==> src/include/fpt_map.svh <==
`ifndef FPT_MAP_SVH
`define FPT_MAP_SVH

// -----------------------------------------------------------------
// register byte addresses (one 32-bit word each; the pll csr at 8'h29 is not word aligned)
// -----------------------------------------------------------------
`define FPT_ADR_PLL_CSR   8'h29
`define FPT_ADR_CTRL_A    8'h30
`define FPT_ADR_CTRL_B    8'h34
`define FPT_ADR_COUNT     8'h38
`define FPT_ADR_CMP_A     8'h3c
`define FPT_ADR_CMP_B     8'h40
`define FPT_ADR_CMP_TOP   8'h44
`define FPT_ADR_FLAGS     8'h48

// -----------------------------------------------------------------
// field positions
// -----------------------------------------------------------------
`define FPT_A_ACT_HI      7
`define FPT_A_ACT_LO      6
`define FPT_B_ACT_HI      5
`define FPT_B_ACT_LO      4
`define FPT_FORCE_A       3
`define FPT_FORCE_B       2
`define FPT_PWM_A         1
`define FPT_PWM_B         0
`define FPT_CLR_TOP       7
`define FPT_PRE_RST       6
`define FPT_CS_HI         3
`define FPT_FAST_EN       2
`define FPT_PLL_EN        1
`define FPT_PLL_LOCK      0
`define FPT_FLAG_A        2
`define FPT_FLAG_B        1
`define FPT_FLAG_OVF      0

// -----------------------------------------------------------------
// reset values and masks
// -----------------------------------------------------------------
`define FPT_RST_BYTE      8'h00
`define FPT_CTRL_B_MASK   8'hcf
`define FPT_PLL_CSR_MASK  8'h07
`define FPT_CNT_MAX       8'hff
`define FPT_CNT_ONE       8'h01
`define FPT_CS_STOP       4'h0
`define FPT_PRE_W         14

// -----------------------------------------------------------------
// pll lock time
// -----------------------------------------------------------------
`define FPT_LOCK_US       100
`define FPT_CLK_MHZ       10
`define FPT_LOCK_CYC      (`FPT_LOCK_US * `FPT_CLK_MHZ)

`endif

==> src/include/fpt_pkg.sv <==
package fpt_pkg;

  typedef struct packed {
    logic [1:0] act_a;
    logic [1:0] act_b;
    logic       force_a;
    logic       force_b;
    logic       pwm_a;
    logic       pwm_b;
  } fpt_ctrl_a_t;

  typedef struct packed {
    logic       clr_top;
    logic       pre_rst;
    logic [1:0] rsvd;
    logic [3:0] cs;
  } fpt_ctrl_b_t;

  typedef struct packed {
    logic pin_a;
    logic pin_a_n;
    logic pin_b;
    logic pin_b_n;
  } fpt_pins_t;

  typedef enum logic [1:0] {
    FPT_ACT_OFF,
    FPT_ACT_TOGGLE,
    FPT_ACT_CLEAR,
    FPT_ACT_SET
  } fpt_act_t;

  typedef enum logic [1:0] {
    FPT_PLL_OFF,
    FPT_PLL_WAIT,
    FPT_PLL_LOCKED
  } fpt_pll_st_t;

endpackage

==> src/fpt_chan.sv <==
`timescale 1ns/1ps
`include "fpt_map.svh"

// one compare channel: pin action, pwm waveform, enable
module fpt_chan
  import fpt_pkg::*;
(
  // clock and reset
  input  wire logic       i_clk,
  input  wire logic       i_rst,
  // control
  input  wire logic [1:0] i_act,
  input  wire logic       i_pwm,
  input  wire logic       i_match,
  input  wire logic       i_force,
  input  wire logic       i_tick,
  input  wire logic [7:0] i_cnt,
  // pin outputs
  output logic            o_pin,
  output logic            o_pin_n,
  output logic            o_oe,
  output logic            o_oe_n
);

  logic pin_ff;
  logic pin_n_ff;

  // ---------------------------------------------------------------
  // normal-mode pin action, forced or on match
  // ---------------------------------------------------------------
  always_ff @(posedge i_clk) begin
    if (i_rst) begin
      pin_ff <= 1'b0;
    end else if (!i_pwm) begin
      if (i_match || i_force) begin
        case (fpt_act_t'(i_act))
          FPT_ACT_TOGGLE: pin_ff <= ~pin_ff;
          FPT_ACT_CLEAR:  pin_ff <= 1'b0;
          FPT_ACT_SET:    pin_ff <= 1'b1;
          default:        pin_ff <= pin_ff;
        endcase
      end
    end else if (i_match) begin
      // pwm: cleared on match, set again when the counter steps from one to two; action set inverts both levels
      pin_ff <= (i_act == FPT_ACT_SET);
    end else if (i_tick && i_cnt == `FPT_CNT_ONE) begin
      pin_ff <= (i_act != FPT_ACT_SET);
    end
  end

  // inverted pwm output; rising edge delayed one prescaled tick
  always_ff @(posedge i_clk) begin
    if (i_rst) begin
      pin_n_ff <= 1'b0;
    end else if (!i_pwm) begin
      pin_n_ff <= 1'b0;
    end else if (i_tick) begin
      pin_n_ff <= ~pin_ff;
    end else if (pin_ff) begin
      pin_n_ff <= 1'b0;
    end
  end

  assign o_pin   = pin_ff;
  assign o_pin_n = pin_n_ff & ~pin_ff;
  assign o_oe    = (i_act != FPT_ACT_OFF);
  assign o_oe_n  = i_pwm && (i_act == FPT_ACT_TOGGLE);

endmodule

==> src/fpt_timer.sv <==
`timescale 1ns/1ps
`include "fpt_map.svh"

// -----------------------------------------------------------------
// -----------------------------------------------------------------
module fpt_timer
  import fpt_pkg::*;
(
  // clock and reset
  input  wire logic        I_REF_CLK,
  input  wire logic        I_RST,
  // fast clock from pll pin, sampled as a level
  input  wire logic        I_FAST_CLK,
  input  wire logic        I_PLL_IS_SYSCLK,
  // wishbone slave
  input  wire logic        I_WB_CYC,
  input  wire logic        I_WB_STB,
  input  wire logic        I_WB_WE,
  input  wire logic [7:0]  I_WB_ADR,
  input  wire logic [3:0]  I_WB_SEL,
  input  wire logic [31:0] I_WB_DAT,
  output logic      [31:0] O_WB_DAT,
  output logic             O_WB_ACK,
  // compare pins
  output fpt_pins_t        O_PINS,
  output logic      [3:0]  O_PINS_OE
);

  fpt_ctrl_a_t ctrl_a_ff;
  fpt_ctrl_b_t ctrl_b_ff;
  logic [7:0]  cnt_ff;
  logic [7:0]  cmp_a_ff;
  logic [7:0]  cmp_b_ff;
  logic [7:0]  buf_a_ff;
  logic [7:0]  buf_b_ff;
  logic [7:0]  top_ff;
  logic        fast_en_ff;
  logic        pll_en_ff;
  fpt_pll_st_t pll_st_ff;
  logic [9:0]  lock_cnt_ff;
  logic [2:0]  flags_ff;
  logic [2:0]  flag_set_ff;
  logic        ack_ff;
  logic [31:0] rdat_ff;
  logic [`FPT_PRE_W-1:0] pre_ff;
  logic [`FPT_PRE_W-1:0] nxt_pre;
  logic [1:0]  fsync_ff;
  logic        fprev_ff;
  logic        cnt_wr_ff;
  logic [7:0]  cnt_wdat_ff;

  // ---------------------------------------------------------------
  // bus decode
  // ---------------------------------------------------------------
  logic       req;
  logic       wr;
  logic [7:0] wbyte;
  logic       wr_ca;
  logic       wr_cb;
  logic       wr_pll;
  logic       wr_cnt;
  logic       wr_a;
  logic       wr_b;
  logic       wr_top;
  logic       wr_flg;
  logic       pwm_any;
  assign req    = I_WB_CYC && I_WB_STB && !ack_ff;
  assign wr     = req && I_WB_WE && I_WB_SEL[0];
  assign wbyte  = I_WB_DAT[7:0];
  assign wr_ca  = wr && (I_WB_ADR == `FPT_ADR_CTRL_A);
  assign wr_cb  = wr && (I_WB_ADR == `FPT_ADR_CTRL_B);
  assign wr_pll = wr && (I_WB_ADR == `FPT_ADR_PLL_CSR);
  assign wr_cnt = wr && (I_WB_ADR == `FPT_ADR_COUNT);
  assign wr_a   = wr && (I_WB_ADR == `FPT_ADR_CMP_A);
  assign wr_b   = wr && (I_WB_ADR == `FPT_ADR_CMP_B);
  assign wr_top = wr && (I_WB_ADR == `FPT_ADR_CMP_TOP);
  assign wr_flg = wr && (I_WB_ADR == `FPT_ADR_FLAGS);
  assign pwm_any = ctrl_a_ff.pwm_a || ctrl_a_ff.pwm_b;

  // ---------------------------------------------------------------
  // pin inputs: two-flop sync, then fast-clock rising-edge detect
  // ---------------------------------------------------------------
  logic       fast_edge;
  logic [1:0] sys_sync_ff;
  always_ff @(posedge I_REF_CLK) begin
    if (I_RST) begin
      fsync_ff    <= 2'b00;
      fprev_ff    <= 1'b0;
      sys_sync_ff <= 2'b00;
    end else begin
      fsync_ff    <= {fsync_ff[0], I_FAST_CLK};
      fprev_ff    <= fsync_ff[1];
      sys_sync_ff <= {sys_sync_ff[0], I_PLL_IS_SYSCLK};
    end
  end
  // only rates below half the reference clock survive the sampling
  assign fast_edge = fsync_ff[1] & ~fprev_ff;

  // ---------------------------------------------------------------
  // prescaler and tick select
  // ---------------------------------------------------------------
  logic base_en;
  logic tick;
  assign base_en = fast_en_ff ? fast_edge : 1'b1;
  assign nxt_pre = pre_ff + `FPT_PRE_W'(1);
  always_ff @(posedge I_REF_CLK) begin
    if (I_RST || ctrl_b_ff.pre_rst) begin
      pre_ff <= '0;
    end else if (base_en) begin
      pre_ff <= nxt_pre;
    end
  end
  // code n ticks when the low n-1 prescaler bits are all ones
  always_comb begin
    tick = 1'b0;
    if (ctrl_b_ff.cs != `FPT_CS_STOP && base_en) begin
      tick = 1'b1;
      for (int i = 0; i < `FPT_PRE_W; i++) begin
        if (i < int'(ctrl_b_ff.cs) - 1 && !pre_ff[i]) begin
          tick = 1'b0;
        end
      end
    end
  end

  // ---------------------------------------------------------------
  // counter and matches
  // ---------------------------------------------------------------
  logic clr_top;
  logic top_hit;
  logic m_a;
  logic m_b;
  assign clr_top = ctrl_b_ff.clr_top || pwm_any;
  assign top_hit = tick && (cnt_ff == top_ff);
  // matches are flagged only on a counted arrival, never on a write
  always_ff @(posedge I_REF_CLK) begin
    if (I_RST) begin
      cnt_ff      <= `FPT_RST_BYTE;
      cnt_wr_ff   <= 1'b0;
      cnt_wdat_ff <= `FPT_RST_BYTE;
      m_a         <= 1'b0;
      m_b         <= 1'b0;
    end else begin
      cnt_wr_ff   <= wr_cnt;
      cnt_wdat_ff <= wbyte;
      m_a         <= 1'b0;
      m_b         <= 1'b0;
      if (cnt_wr_ff) begin
        cnt_ff <= cnt_wdat_ff;
      end else if (tick) begin
        if (clr_top && cnt_ff == top_ff) begin
          cnt_ff <= `FPT_RST_BYTE;
        end else begin
          cnt_ff <= cnt_ff + `FPT_CNT_ONE;
          m_a    <= (cnt_ff + `FPT_CNT_ONE) == cmp_a_ff;
          m_b    <= (cnt_ff + `FPT_CNT_ONE) == cmp_b_ff;
        end
      end
    end
  end

  // ---------------------------------------------------------------
  // flags: sticky, written one clears, set wins
  // ---------------------------------------------------------------
  logic ovf;
  assign ovf = tick && !cnt_wr_ff
               && ((clr_top && cnt_ff == top_ff)
                   || cnt_ff == `FPT_CNT_MAX);
  always_ff @(posedge I_REF_CLK) begin
    if (I_RST) begin
      flag_set_ff <= 3'b000;
      flags_ff    <= 3'b000;
    end else begin
      flag_set_ff <= {m_a, m_b, ovf};
      flags_ff    <= (flags_ff & ~(wr_flg ? wbyte[2:0] : 3'b000))
                     | flag_set_ff;
    end
  end

  // ---------------------------------------------------------------
  // control registers
  // ---------------------------------------------------------------
  always_ff @(posedge I_REF_CLK) begin
    if (I_RST) begin
      ctrl_a_ff <= fpt_ctrl_a_t'(`FPT_RST_BYTE);
    end else if (wr_ca) begin
      ctrl_a_ff <= fpt_ctrl_a_t'(wbyte);
    end else begin
      ctrl_a_ff.force_a <= 1'b0;
      ctrl_a_ff.force_b <= 1'b0;
    end
  end
  always_ff @(posedge I_REF_CLK) begin
    if (I_RST) begin
      ctrl_b_ff <= fpt_ctrl_b_t'(`FPT_RST_BYTE);
    end else if (wr_cb) begin
      ctrl_b_ff <= fpt_ctrl_b_t'(wbyte & `FPT_CTRL_B_MASK);
    end else begin
      ctrl_b_ff.pre_rst <= 1'b0;
    end
  end
  // force strobes use the action bits arriving with them
  logic frc_a;
  logic frc_b;
  assign frc_a = ctrl_a_ff.force_a && !ctrl_a_ff.pwm_a;
  assign frc_b = ctrl_a_ff.force_b && !ctrl_a_ff.pwm_b;

  // ---------------------------------------------------------------
  // compare registers with pwm holding buffers
  // ---------------------------------------------------------------
  always_ff @(posedge I_REF_CLK) begin
    if (I_RST) begin
      buf_a_ff <= `FPT_RST_BYTE;
      buf_b_ff <= `FPT_RST_BYTE;
      cmp_a_ff <= `FPT_RST_BYTE;
      cmp_b_ff <= `FPT_RST_BYTE;
      top_ff   <= `FPT_CNT_MAX;
    end else begin
      if (wr_a) buf_a_ff <= wbyte;
      if (wr_b) buf_b_ff <= wbyte;
      if (wr_top) top_ff <= wbyte;
      if (wr_a && !ctrl_a_ff.pwm_a) begin
        cmp_a_ff <= wbyte;
      end else if (ctrl_a_ff.pwm_a && top_hit) begin
        cmp_a_ff <= buf_a_ff;
      end
      if (wr_b && !ctrl_a_ff.pwm_b) begin
        cmp_b_ff <= wbyte;
      end else if (ctrl_a_ff.pwm_b && top_hit) begin
        cmp_b_ff <= buf_b_ff;
      end
    end
  end

  // ---------------------------------------------------------------
  // pll control and lock model
  // ---------------------------------------------------------------
  logic pll_on;
  assign pll_on = pll_en_ff || sys_sync_ff[1];
  // pll must already run: a joint enable write leaves the fast clock off
  always_ff @(posedge I_REF_CLK) begin
    if (I_RST) begin
      pll_en_ff  <= 1'b0;
      fast_en_ff <= 1'b0;
    end else if (wr_pll) begin
      pll_en_ff  <= wbyte[`FPT_PLL_EN];
      fast_en_ff <= wbyte[`FPT_FAST_EN] && pll_on;
    end else if (!pll_on) begin
      fast_en_ff <= 1'b0;
    end
  end
  always_ff @(posedge I_REF_CLK) begin
    if (I_RST) begin
      pll_st_ff   <= FPT_PLL_OFF;
      lock_cnt_ff <= '0;
    end else begin
      case (pll_st_ff)
        FPT_PLL_OFF: begin
          lock_cnt_ff <= '0;
          if (pll_on) pll_st_ff <= FPT_PLL_WAIT;
        end
        FPT_PLL_WAIT: begin
          lock_cnt_ff <= lock_cnt_ff + 10'h001;
          if (!pll_on) begin
            pll_st_ff <= FPT_PLL_OFF;
          end else if (lock_cnt_ff == 10'(`FPT_LOCK_CYC - 1)) begin
            pll_st_ff <= FPT_PLL_LOCKED;
          end
        end
        FPT_PLL_LOCKED: begin
          if (!pll_on) pll_st_ff <= FPT_PLL_OFF;
        end
        default: pll_st_ff <= FPT_PLL_OFF;
      endcase
    end
  end

  // ---------------------------------------------------------------
  // read mux and ack
  // ---------------------------------------------------------------
  logic [7:0] rbyte;
  always_comb begin
    case (I_WB_ADR)
      `FPT_ADR_CTRL_A:  rbyte = {ctrl_a_ff[7:4], 2'b00,
                                 ctrl_a_ff[1:0]};
      `FPT_ADR_CTRL_B:  rbyte = {ctrl_b_ff.clr_top, 3'b000,
                                 ctrl_b_ff.cs};
      `FPT_ADR_PLL_CSR: rbyte = {5'b00000, fast_en_ff, pll_on,
                                 pll_st_ff == FPT_PLL_LOCKED};
      `FPT_ADR_COUNT:   rbyte = cnt_ff;
      `FPT_ADR_CMP_A:   rbyte = buf_a_ff;
      `FPT_ADR_CMP_B:   rbyte = buf_b_ff;
      `FPT_ADR_CMP_TOP: rbyte = top_ff;
      `FPT_ADR_FLAGS:   rbyte = {5'b00000, flags_ff};
      default:          rbyte = `FPT_RST_BYTE;
    endcase
  end
  always_ff @(posedge I_REF_CLK) begin
    if (I_RST) begin
      ack_ff  <= 1'b0;
      rdat_ff <= '0;
    end else begin
      ack_ff  <= req;
      rdat_ff <= {24'h000000, rbyte};
    end
  end
  assign O_WB_ACK = ack_ff;
  assign O_WB_DAT = rdat_ff;

  // ---------------------------------------------------------------
  // channels
  // ---------------------------------------------------------------
  fpt_chan u_chan_a (
    .i_clk   (I_REF_CLK),
    .i_rst   (I_RST),
    .i_act   (ctrl_a_ff.act_a),
    .i_pwm   (ctrl_a_ff.pwm_a),
    .i_match (m_a),
    .i_force (frc_a),
    .i_tick  (tick),
    .i_cnt   (cnt_ff),
    .o_pin   (O_PINS.pin_a),
    .o_pin_n (O_PINS.pin_a_n),
    .o_oe    (O_PINS_OE[3]),
    .o_oe_n  (O_PINS_OE[2])
  );

  fpt_chan u_chan_b (
    .i_clk   (I_REF_CLK),
    .i_rst   (I_RST),
    .i_act   (ctrl_a_ff.act_b),
    .i_pwm   (ctrl_a_ff.pwm_b),
    .i_match (m_b),
    .i_force (frc_b),
    .i_tick  (tick),
    .i_cnt   (cnt_ff),
    .o_pin   (O_PINS.pin_b),
    .o_pin_n (O_PINS.pin_b_n),
    .o_oe    (O_PINS_OE[1]),
    .o_oe_n  (O_PINS_OE[0])
  );

endmodule

==> config.mk <==
export PLATFORM = sky130hd
export DESIGN_NAME = fpt_timer
export DESIGN_NICKNAME = d
export VERILOG_FILES = /design/src/include/fpt_pkg.sv /design/src/fpt_chan.sv /design/src/fpt_timer.sv
export VERILOG_INCLUDE_DIRS = /design/src /design/src/include
export SDC_FILE = /design/constraint.sdc
export NUM_CORES = 1
export LEC_CHECK = 0
export ABC_AREA = 0
export BUFFER_PORTS_ARGS = -buffer_cell sky130_fd_sc_hd__buf_2
export CORE_AREA = 2 2 161 163
export DETAILED_ROUTE_END_ITERATION = 10
export DIE_AREA = 0 0 163 165
export GPL_TIMING_DRIVEN = 1
export PLACE_DENSITY_LB_ADDON = 0.12
export SETUP_SLACK_MARGIN = 0.15
export SYNTH_ARGS = -nofsm -noshare
export SYNTH_HDL_FRONTEND = slang
export SYNTH_HIERARCHICAL = 1
export SYNTH_SLANG_ARGS = --single-unit
==> constraint.sdc <==
create_clock -name I_REF_CLK -period 3.7 [get_ports I_REF_CLK]
set_input_delay 0.37 -clock I_REF_CLK [delete_from_list [all_inputs] [get_ports I_REF_CLK]]
set_output_delay 0.37 -clock I_REF_CLK [all_outputs]
set_load 0.05 [all_outputs]
== After elaboration in Yosys (flattened, before gate mapping) ==
Cells that the tools add are included.
Word-level totals
  logic and storage cells: 233
  bits of input ports: 51
  register bits: 149
Cells by class
  mux-type cells: 47
  add/subtract/negate cells: 4
  reductions and logical operators: 88
  equality and inequality tests: 30
  magnitude comparators: 14
  bitwise operators: 14
Operators by type and width (number)
  $pmux W8 S8: 1
  $mux W8: 7
  $logic_and A1 B1 Y1: 41
  $eq A8 B6 Y1 const B: 5
  $lt A5 B5 Y1 const A: 6
  $mux W1: 30
  $eq A8 B7 Y1 const B: 3
  $eq A8 B8 Y1: 3
  $lt A4 B5 Y1 const A: 4
  $pmux W10 S2: 1
  $reduce_bool A2 Y1: 10
  $logic_not A1 Y1: 18
  $add A14 B1 Y14 const B: 1
  $reduce_bool A4 Y1: 3
  $add A10 B1 Y10 const B: 1
  $eq A10 B10 Y1 const B: 1
  $eq A2 B2 Y1 const B: 5
  $lt A3 B5 Y1 const A: 2
  $ne A2 B2 Y1 const B: 5
  $reduce_and A3 Y1: 3
  $add A8 B1 Y8 const B: 1
  $eq A8 B1 Y1 const B: 1
  $eq A8 B8 Y1 const B: 1
  $mux W2: 4
  18 further kinds: 40

== Logic depth before layout (Yosys ltp) ==
Gate-level depths: netlist (run 1).
  depth in word-level cells: 22
  mapped depth: 15
  gate-level depth less buffers: 12

== Hierarchy ==
Netlist (run 1), hierarchy kept.
Modules (own cells, without submodules)
  fpt_timer: instances 1, seq. area each 2422.3 um^2, area an instance 5841.9 um^2, cells an instance 697
  fpt_chan at u_chan_b: instances 1, seq. area each 40.0 um^2, area an instance 207.7 um^2, cells an instance 24
  fpt_chan at u_chan_a: instances 1, seq. area each 40.0 um^2, area an instance 160.2 um^2, cells an instance 21

== Worst setup path before layout (run 1) ==
Ideal clock, no wire load.
  kind: register to register
  start: reg ctrl_b_ff[0] in the netlist's numbering
  end: reg u_chan_a.pin_ff (netlist: u_chan_a/o_pin)
  setup slack: 0.230 ns
  arrival time: 3.340 ns
  clock period less this slack: 3.470 ns
  required time: 3.570 ns
  buffers on the path: 3
  setup time: 0.130 ns
  cell stages (with the launch flop): 16
  cell sequence: dfxtp_1 -> buf_2 -> inv_1 -> ha_1 -> buf_6 -> o21bai_1 -> a221oi_2 -> o311ai_1 -> or4_4 -> or3_4 -> buf_6 -> inv_1 -> nand4b_1 -> or4_1 -> a211oi_1 -> a311oi_1
Between the ends
  longest elaborated chain between the ends: 21
  elaborated cells on any way between the ends: 49
Ends and longest elaborated chain
  start: declaration: RTL line fpt_timer.sv:30  | fpt_ctrl_b_t ctrl_b_ff;
  start signal: assignment: RTL line fpt_timer.sv:195  | ctrl_b_ff <= fpt_ctrl_b_t'(`FPT_RST_BYTE);
  start signal: assignment: RTL line fpt_timer.sv:197  | ctrl_b_ff <= fpt_ctrl_b_t'(wbyte & `FPT_CTRL_B_MASK);
  $sub A4 B1 Y5: RTL line fpt_timer.sv:119  | if (i < int'(ctrl_b_ff.cs) - 1 && !pre_ff[i]) begin
  $lt A1 B5 Y1: RTL line fpt_timer.sv:119
  $logic_and A1 B1 Y1: RTL line fpt_timer.sv:119
  $mux W1 (14 in a row): RTL line fpt_timer.sv:119
  $mux W1 *: RTL line fpt_timer.sv:116  | if (ctrl_b_ff.cs != `FPT_CS_STOP && base_en) begin
  named net tick: RTL line fpt_timer.sv:103  | logic tick;
  $logic_and A1 B1 Y1 (no line) *
  $ne A3 B1 Y1 (no line) *
  $reduce_and A3 Y1 (no line) *
  end signal: assignment: RTL line fpt_chan.sv:40  | default: pin_ff <= pin_ff;
  end signal: assignment: RTL line fpt_chan.sv:45  | pin_ff <= (i_act == FPT_ACT_SET);
  end signal: assignment: RTL line fpt_chan.sv:47  | pin_ff <= (i_act != FPT_ACT_SET);
  end: declaration: RTL line fpt_chan.sv:25  | logic pin_ff;
The timed path passes the listed nets; every way through them passes the cells marked *.
A chain may end at the register's enable or synchronous reset.

== Worst setup path after layout (run 1) ==
  start: reg ctrl_b_ff[1] in the netlist's numbering
  end: reg u_chan_a.pin_ff (netlist: u_chan_a/o_pin)
Same word-level chain as after synthesis.

==> metrics.md, run 1 <==
| Metric | Value |
|---|---|
| Nets | 838 |
| Clock Latency Late Sink | 0.42 ns |
| Post-synthesis sequential area ratio | 40.30% |
| TNS Setup | 0 ns |
| Count leader, synth | dfxtp_1 |
| Worst-Margin Slew | 0.7772 ns |
| Number of max-cap violations | 0 |
| Final setup vio count | 0 |
| Vias | 5255 |
| Worst EP arrival | 3.55 ns |
| Post-Syn Area per Cell | 8.369 um2 |
| Core area | 25040 um2 |
| Nature of the critical path endpoint | register |
| Unrepaired setup endpoints after global routing | no |
| Postcts setup bufs | 0 |
| Initial antenna violation count | 0 |
| Crit-path max FO | 6 |
| Pre-antenna DRT Iters | 5 |
| Seq cells post-synth | 125 |
| Area grow syn2layout | 18.64% |
| Post-synth EDFFs | 0 |
| Worst vdd ir | 0.0002700 V |
| Hold bufs inserted after CTS | 0 |
| Slew HR | 48.19% |
| Number of global-route vias before repair | 5151 |
| 1st-iter DRT viols | 348 |
| Antenna-violating nets left | 0 |
| First-pass GRT wire length | 31020 um |
| Layout cells sized above 1 | 13.62% |
| Status | finished clean |
| Top cell type's share of synthesized area | 40.30% |
| Leak | 2.796 nW |
| Placed cell area | 6725 um2 |
| Distinct cell type count after synthesis | 68 |
| Clock skew | 0.01228 ns |
| IO Pins | 92 |
| Largest net degree at the start of global routing | 69 |
| Largest area contributor in the synthesized netlist | dfxtp_1 |
| Setup crit start kind | register |
| Worst Path Required | 3.97 ns |
| Post-Synthesis Cells | 742 |
| Synth top cells by count | 125 x dfxtp_1, 70 x nand2_1, 69 x nor2_1 |
| Worst R2R Path Depth | 12 |
| CTS tree | built |
| Finished Cell Area | 7367 um2 |
| Hold Path Class | input port to register |
| R2R Setup Slk | 0.41 ns |
| Hold path endpoint | sys_sync_ff[0]$_SDFF_PP0_ |
| Worst flop-to-flop path endpoint | u_chan_a/o_pin$_SDFFE_PP0P_ |
| Hold_sp | I_PLL_IS_SYSCLK |
| Die footprint | 26900 um2 |
| Worst r2r src | ctrl_b_ff[1]$_SDFFE_PP0P_ |
| Port Buffers | 40 |
| PwrDens | 452.7 nW/um2 |
| Ys async rst share | 0% |
| Max-slew violations | 0 |
| Fill cell count | 2741 |
| Setup CP Type | register to register |
| ANT cells | 0 |
| Root Buffer | clkbuf_16 |
| Detailed Route WL | 20020 um |
| Wire per inst | 17.83 um |
| Clock buffer depth | 2 |
| DIE WIDTH | 163 um |
| Routability cong. | 0.7655 |
| CTS Buf Count | 17 |
| DRC Markers | 0 |
| Hold_ws | 0.1632 ns |
| Syn Std Cell Area | 6210 um2 |
| CTS resizes | 0 |
| CTS sink count | 125 |
| Total global routing overflow | 0 |
| Top_reg_cell synth | dfxtp_1 |
| Initial Utilization | 24.80% |
| Height of the die | 165 um |
| Min Tclk post-route | 3.286 ns |
| Max Clk Rate | 304.3 MHz |
| Period utilisation layout | 88.82% |
| Hold depth | 2 |
| Yosys warns | 6 |
| Hold Fails Final Rpt | 0 |
| Std cell rows | 58 |
| Clock-pin slew on the worst setup and hold paths | 0.06 ns |
| GRT Resource Usage Total | 15.52% |
| HPWL after DPL | 14450 um |
| DR vias/cell | 4.679 |
| H-tree levels | 4 |
| Ranking of synthesized cells by area | dfxtp_1 40%, nand2_1 4.2%, nor2_1 4.2% |
## worst max path at each step
stage | startpoint | endpoint | slack (ns) | depth (start not counted)
floorplan | ctrl_b_ff[0]$_SDFFE_PP0P_ | u_chan_a/o_pin$_SDFFE_PP0P_ | 0.23 | 15
global placement | ctrl_b_ff[1]$_SDFFE_PP0P_ | u_chan_a/o_pin$_SDFFE_PP0P_ | 0.46 | 12
detailed placement | ctrl_b_ff[1]$_SDFFE_PP0P_ | u_chan_a/o_pin$_SDFFE_PP0P_ | 0.43 | 12
CTS | ctrl_b_ff[1]$_SDFFE_PP0P_ | u_chan_a/o_pin$_SDFFE_PP0P_ | 0.42 | 12
global route | ctrl_b_ff[1]$_SDFFE_PP0P_ | u_chan_a/o_pin$_SDFFE_PP0P_ | 0.23 | 12
finish | ctrl_b_ff[1]$_SDFFE_PP0P_ | u_chan_a/o_pin$_SDFFE_PP0P_ | 0.41 | 12
## sequential cells by signal (all words and copies together) (netlist names), 2 cells and up
register,cells
O_WB_DAT,8
cnt_wdat_ff,8
pll_st_ff,2
lock_cnt_ff,10
top_ff,8
buf_a_ff,8
ctrl_b_ff,6
cnt_ff,8
ctrl_a_ff,8
pre_ff,14
cmp_a_ff,8
fsync_ff,2
cmp_b_ff,8
sys_sync_ff,2
flags_ff,3
buf_b_ff,8
flag_set_ff,3
## cells in the final DEF, fill, tap and decap left out, types with 23 or more instances in the layout
master	Yosys	layout
buf_4	24	23
nor2_1	69	69
nand3_1	40	40
nand2_1	70	70
a21oi_1	39	39
conb_1	1	24
xnor2_1	28	28
dfxtp_1	125	125
o21ai_0	25	25
nor2b_1	31	31
buf_2	5	40
## where the power goes
group	leakage (nW)	switching, mW	internal (mW)
combinational	1.48	0.121	0.0263
sequential	1.01	0.00634	1.36
clock	0.310	0.658	1.17
## layout make-up
class | count | area [um2] | share of cell area [%]
sequential | 125 | 2502 | 33.97
timing repair buffer | 63 | 372.9 | 5.061
inverter | 22 | 82.58 | 1.121
clock buffer | 19 | 452.9 | 6.148
clock inverter | 13 | 188.9 | 2.565
tap | 330 | 412.9 | 5.605
multi-input combinational | 551 | 3354 | 45.53
## cells by family after synthesis
kind of cell	share of synthesized area [%]
adder cells (fa/ha/maj)	1.572
multiplexers	3.264
buffers and inverters	7.173
other	0.06039
XOR/XNOR	7.052
flip-flops	40.30
AO/OA/AOI/OAI	14.93
AND/OR/NAND/NOR	25.65
## through the flow
step | cells | total power [mW] | setup slack, ns | util [%]
4_1_cts | 1123 | 3.378 | 0.4151 | 29.43
6_report | 1123 | 3.335 | 0.4137 | 29.43
3_5_place_dp | 1091 | 1.542 | 0.4331 | 26.86
2_1_floorplan | 765 | 1.512 | 0.2302 | -
5_1_grt | 1123 | 3.447 | 0.2298 | 29.43
3_3_place_gp | 1091 | 1.543 | 0.4616 | 26.86
## metal layers
layer	up-vias	track usage (%)	share of wire, %
li1	2657	-	-
met1	2506	20.85	49
met2	77	25.39	46
met4	0	4.505	1.4
met5	-	0	0
met3	15	2.863	2.9
## worst max-delay path, cell delays in order (launching register included)
cell and delay [ns]:
dfxtp_1 0.43, inv_1 0.07, ha_1 0.19, o21bai_1 0.17, a221oi_2 0.27, o311ai_1 0.13
or4_4 0.58, or3_4 0.38, inv_1 0.09, nand4b_1 0.09, or4_1 0.44, a211oi_1 0.22
a311oi_1 0.07
No activity file was read; power rests on OpenSTA's default activity.
==> run 2, diff against run 1 <==
CAP_MARGIN = 15   (was default)
CORE_AREA = 2 2 147 149   (was 2 2 161 163)
DIE_AREA = 0 0 149 151   (was 0 0 163 165)
==> metrics.md, run 2 (same netlist as run 1, synthesis figures left out) <==
| Metric | Value |
|---|---|
| Hold depth | 2 |
| Initial Utilization | 29.82% |
| Worst Path Required | 3.99 ns |
| Die footprint | 22500 um2 |
| Hold Fails Final Rpt | 0 |
| Worst vdd ir | 0.0002726 V |
| Largest net degree at the start of global routing | 31 |
| HPWL after DPL | 13620 um |
| Non-Filler Instances | 1066 |
| Hold_sp | I_FAST_CLK |
| CTS tree | built |
| PwrDens | 430.9 nW/um2 |
| Height of the die | 151 um |
| Area grow syn2layout | 15.98% |
| Crit-path cells | inv_1 > ha_1 > o21bai_1 > a221oi_2 > o311ai_1 > or4_4 > or3_4 > inv_1 > nand4b_1 > or4_1 > a211oi_1 > a311oi_1 |
| CP dominant cell by count | inv_1 |
| GRT Resource Usage Total | 17.61% |
| Core area | 20820 um2 |
| TNS Setup | 0 ns |
| Vias | 5463 |
| Clock buffer depth | 2 |
| Total global routing overflow | 0 |
| Buffer and inverter count on the worst path | 2 |
| Hold path endpoint | fsync_ff[0]$_SDFF_PP0_ |
| Metal3 WL | 1002 um |
| Worst-Margin Slew | 0.9190 ns |
| Nets | 835 |
| First-pass GRT wire length | 29820 um |
| Worst flop-to-flop path endpoint | u_chan_a/o_pin$_SDFFE_PP0P_ |
| Hold bufs inserted after CTS | 0 |
| CP max-delay cell | or4_4 |
| 1st-iter DRT viols | 277 |
| Top Registers | pre_ff: 14 flops, lock_cnt_ff: 10 flops |
| Worst r2r src | ctrl_b_ff[1]$_SDFFE_PP0P_ |
| Worst EP arrival | 3.67 ns |
| Routed met2 length | 9161 um |
| Root Buffer | clkbuf_16 |
| Placed cell count | 1032 |
| Crit-path max FO | 10 |
| DIE WIDTH | 149 um |
| Most common cell after layout, fill and taps aside | dfxtp_1 |
| Slowest stage delay, CP | 0.61 ns |
| Worst R2R Path Depth | 12 |
| Setup crit start kind | register |
| Std cell rows | 53 |
| DRC Markers | 0 |
| Unrepaired setup endpoints after global routing | no |
| Wire per inst | 18.01 um |
| R2R Setup Slk | 0.32 ns |
| Nature of the critical path endpoint | register |
| IO Pins | 92 |
| DR vias/cell | 5.125 |
| Clock-pin slew on the worst setup and hold paths | 0.06 ns |
| Initial antenna violation count | 0 |
| Met1 wire length | 8499 um |
| Slew HR | 38.65% |
| Routability cong. | 0.8364 |
| Layout cells sized above 1 | 13.16% |
| Status | finished clean |
| Pre-antenna DRT Iters | 5 |
| Setup CP Type | register to register |
| Max Clk Rate | 295.7 MHz |
| Final setup vio count | 0 |
| Max-slew violations | 0 |
| Max reg flops | 14 |
| CTS Buf Count | 17 |
| H-tree levels | 4 |
| Port Buffers | 40 |
| Number of global-route vias before repair | 5253 |
| Clock skew | 0.008274 ns |
| Leak | 2.727 nW |
| Cell family with most CP delay | simple AND/OR/NAND/NOR gates |
| Most frequent cells in the layout | 124 x dfxtp_1, 70 x nand2_1, 69 x nor2_1 |
| Detailed Route WL | 19200 um |
| Hold Path Class | input port to register |
| Clock Latency Late Sink | 0.42 ns |
| Number of max-cap violations | 0 |
| Antenna-violating nets left | 0 |
| Period utilisation layout | 91.40% |
| Max Used Layer | met4 |
| Min Tclk post-route | 3.382 ns |
| Fill cell count | 2209 |
| CTS sink count | 125 |
| Register bank with the most flops | pre_ff |
-- run 2: cell count changes in the layout (fill, tap and decap cells not counted), moves of 2 or more --
| cell | before | now |
|---|---|---|
| clkinv_4 | 4 | 0 |
| buf_4 | 23 | 19 |
| clkinvlp_4 | 2 | 6 |
| bufinv_16 | 4 | 1 |
| clkbuf_1 | 0 | 2 |
-- run 2: repair_timing --
item	in CTS	in global routing
setup buffers	0	0
setup endpoints to repair	0	1
gates resized for setup	0	2
-- run 2: area by class of cell --
cell class	instances	area, um2	share of cell area (%)
Antenna cell	1	2.502	0.03475
Clock buffer	22	474.2	6.584
Clock inverter	10	90.09	1.251
Inverter	22	82.58	1.147
Multi-Input combinational cell	552	3362	46.68
Sequential cell	125	2504	34.76
Tap cell	275	344.1	4.778
Timing Repair Buffer	59	342.8	4.760
-- run 2: report_power, final --
group          switching [mW]  total, mW  internal [mW]
Sequential            0.00616       1.36           1.36
Clock                   0.620       1.59          0.972
Combinational           0.121      0.148         0.0268
Total                   0.747       3.10           2.36
-- run 2: how the worst max path moves through the flow --
stage / slack (ns) / end / depth (start not counted) / from
5_1_grt: 0.16 / u_chan_a/o_pin$_SDFFE_PP0P_ / 12 / ctrl_b_ff[1]$_SDFFE_PP0P_
4_1_cts: 0.29 / u_chan_a/o_pin$_SDFFE_PP0P_ / 12 / ctrl_b_ff[1]$_SDFFE_PP0P_
2_1_floorplan: 0.23 / u_chan_a/o_pin$_SDFFE_PP0P_ / 15 / ctrl_b_ff[0]$_SDFFE_PP0P_
3_5_place_dp: 0.29 / u_chan_a/o_pin$_SDFFE_PP0P_ / 12 / ctrl_b_ff[1]$_SDFFE_PP0P_
6_report: 0.32 / u_chan_a/o_pin$_SDFFE_PP0P_ / 12 / ctrl_b_ff[1]$_SDFFE_PP0P_
3_3_place_gp: 0.39 / u_chan_a/o_pin$_SDFFE_PP0P_ / 12 / ctrl_b_ff[1]$_SDFFE_PP0P_
-- run 2: routing by layer --
metal / vias to the layer above / GRT usage, %
met5: - / 0
met4: 0 / 6.524
met3: 41 / 4.639
met2: 161 / 29.29
met1: 2618 / 21.95
li1: 2643 / -
-- run 2: stage by stage --
step / utilization, % / total power, mW / area, um2 / hold slack, ns / setup WS [ns]
finish: 34.59 / 3.103 / 7202 / 0.1689 / 0.3184
global route: 34.58 / 3.219 / 7199 / 0.1591 / 0.1650
CTS: 34.53 / 3.142 / 7191 / 0.1551 / 0.2892
detailed placement: 31.82 / 1.540 / 6626 / 0.4280 / 0.2949
global placement: 31.82 / 1.539 / 6626 / 0.4253 / 0.3876
floorplan: - / 1.512 / 6296 / 0.4119 / 0.2302
-- run 2: worst reg2reg max path, cell delays in order (launching register included) --
cell and delay, ns:
dfxtp_2 0.37, inv_1 0.05, ha_1 0.19, o21bai_1 0.18
a221oi_2 0.29, o311ai_1 0.13, or4_4 0.61, or3_4 0.49
inv_1 0.10, nand4b_1 0.09, or4_1 0.46, a211oi_1 0.23
a311oi_1 0.08
==> run 3, diff against run 2 <==
CORE_AREA = 2 2 120 122   (was 2 2 147 149)
DIE_AREA = 0 0 122 124   (was 0 0 149 151)
==> metrics.md, run 3 (same netlist as run 1, synthesis figures left out) <==
| Metric | Value |
|---|---|
| Number of max-cap violations | 0 |
| Nature of the critical path endpoint | register |
| Port Buffers | 40 |
| Nets | 831 |
| Initial antenna violation count | 0 |
| ANT cells | 0 |
| Vias | 5442 |
| Leak | 2.686 nW |
| CTS sink count | 125 |
| Die footprint | 15130 um2 |
| Core area | 13720 um2 |
| 1st-iter DRT viols | 464 |
| Hold_ws | 0.1642 ns |
| Max-slew violations | 0 |
| Final setup vio count | 0 |
| Worst vdd ir | 0.0003244 V |
| DR vias/cell | 5.634 |
| DRC Markers | 0 |
| GRT Resource Usage Total | 24.08% |
| Register area | 2502 um2 |
| Pre-antenna DRT Iters | 4 |
| Multi-input gate area | 3357 um2 |
| Pwr Total | 3.076 mW |
| CTS Buf Count | 17 |
| Setup crit start kind | register |
| Clock skew | 0.005212 ns |
| DIE WIDTH | 122 um |
| Slowest stage delay, CP | 0.59 ns |
| Std cell rows | 43 |
| Crit-path cells | inv_1 > ha_2 > o21bai_1 > a221oi_2 > o311ai_1 > or4_4 > or3_4 > clkinvlp_4 > nand4b_1 > or4_1 > a211oi_1 > a311oi_1 |
| Max reg flops | 14 |
| IO Pins | 92 |
| Largest net degree at the start of global routing | 35 |
| Clock Latency Late Sink | 0.42 ns |
| CTS tree | built |
| Most common cell after layout, fill and taps aside | dfxtp_1 |
| Total global routing overflow | 0 |
| Period utilisation layout | 90.05% |
| Hold Path Class | input port to register |
| Clock-pin slew on the worst setup and hold paths | 0.06 ns |
| Hold Fails Final Rpt | 0 |
| H-tree levels | 4 |
| HPWL after DPL | 12110 um |
| Top Registers | pre_ff: 14 flops, lock_cnt_ff: 10 flops |
| Register bank with the most flops | pre_ff |
| PwrDens | 436.2 nW/um2 |
| Height of the die | 124 um |
| Clock buffer depth | 2 |
| Slew HR | 47.49% |
| Antenna-violating nets left | 0 |
| Most frequent cells in the layout | 125 x dfxtp_1, 70 x nand2_1, 69 x nor2_1 |
| Layout cells sized above 1 | 13.10% |
| Worst Path Required | 3.99 ns |
| TNS Setup | 0 ns |
| First-pass GRT wire length | 27820 um |
| Root Buffer | clkbuf_16 |
| Area grow syn2layout | 13.56% |
| Setup CP Type | register to register |
| Fill cell count | 1341 |
| Wire per inst | 17.89 um |
| Routability cong. | 0.8760 |
| Number of global-route vias before repair | 5127 |
| Unrepaired setup endpoints after global routing | no |
| Worst EP arrival | 3.62 ns |
| CP max-delay cell | or4_4 |
| Min Tclk post-route | 3.332 ns |
| Initial Utilization | 45.26% |
| Max Clk Rate | 300.1 MHz |
| Status | finished clean |
| Crit-path max FO | 6 |
| Worst-Margin Slew | 0.7804 ns |
| Detailed Route WL | 17290 um |
[run 3: changes by cell type in the layout (fill, tap and decap cells not counted), moves of 2 or more]
| cell | before | now |
|---|---|---|
| buf_4 | 19 | 16 |
| clkinvlp_4 | 6 | 10 |
| clkbuf_1 | 2 | 0 |
| clkbuf_8 | 3 | 1 |
[run 3: worst paths after layout]
path                                   from                           to  slack (ns)  depth (start not counted)
setup / recovery  ctrl_b_ff[1]$_SDFFE_PP0P_  u_chan_a/o_pin$_SDFFE_PP0P_        0.37                         12
hold / removal                   I_FAST_CLK       fsync_ff[0]$_SDFF_PP0_        0.16                          2
setup reg to reg  ctrl_b_ff[1]$_SDFFE_PP0P_  u_chan_a/o_pin$_SDFFE_PP0P_        0.37                         12
hold reg to reg   cnt_wdat_ff[7]$_SDFF_PP0_       cnt_ff[7]$_SDFFE_PP0P_        0.43                          1
[run 3: critical path, delay by kind of cell (launching register included)]
family | cells | cell delay, ns
AOI/OAI and AO/OA | 5 | 0.87
adders and majority gates | 1 | 0.18
buffers and inverters | 2 | 0.21
DFF | 1 | 0.42
and+or+nand+nor | 4 | 1.51
[run 3: timing repair]
| item | CTS | global route |
|---|---|---|
| buffers inserted | 0 | 0 |
| hold buffers | 0 | 0 |
| endpoints found under the setup margin | 0 | 1 |
| resized for setup | 0 | 2 |
[run 3: area by class of cell]
type	count	share of cell area [%]
flip-flops and latches	125	35.49
multi-input cells	551	47.60
clock inverters	14	1.721
well taps	180	3.194
repair buffers	56	4.542
inverters	22	1.224
clock buffers	18	6.228
[run 3: layer usage]
layer  GRT usage [%]  routed length, um  vias up
met4           8.764                420        0
met2           39.25               8205      170
met5               0                  0        -
met3           5.266                919       28
met1           31.41               7741     2612
li1                -                  -     2632
[run 3: through the flow]
| step | util, % | instance area [um2] | instances | worst slack [ns] |
|---|---|---|---|---|
| floorplan | - | 6296 | 765 | 0.2302 |
| global placement | 47.27 | 6485 | 934 | 0.3910 |
| detailed placement | 47.27 | 6485 | 934 | 0.3120 |
| CTS | 51.35 | 7046 | 966 | 0.3027 |
| global route | 51.40 | 7052 | 966 | 0.1915 |
| finish | 51.40 | 7052 | 966 | 0.3683 |
[run 3: power breakdown]
| part | leakage (nW) | internal [mW] | switching, mW |
|---|---|---|---|
| combinational | 1.43 | 0.0268 | 0.118 |
| sequential | 1.01 | 1.36 | 0.00565 |
| clock | 0.248 | 0.936 | 0.633 |
| total | 2.69 | 2.32 | 0.756 |
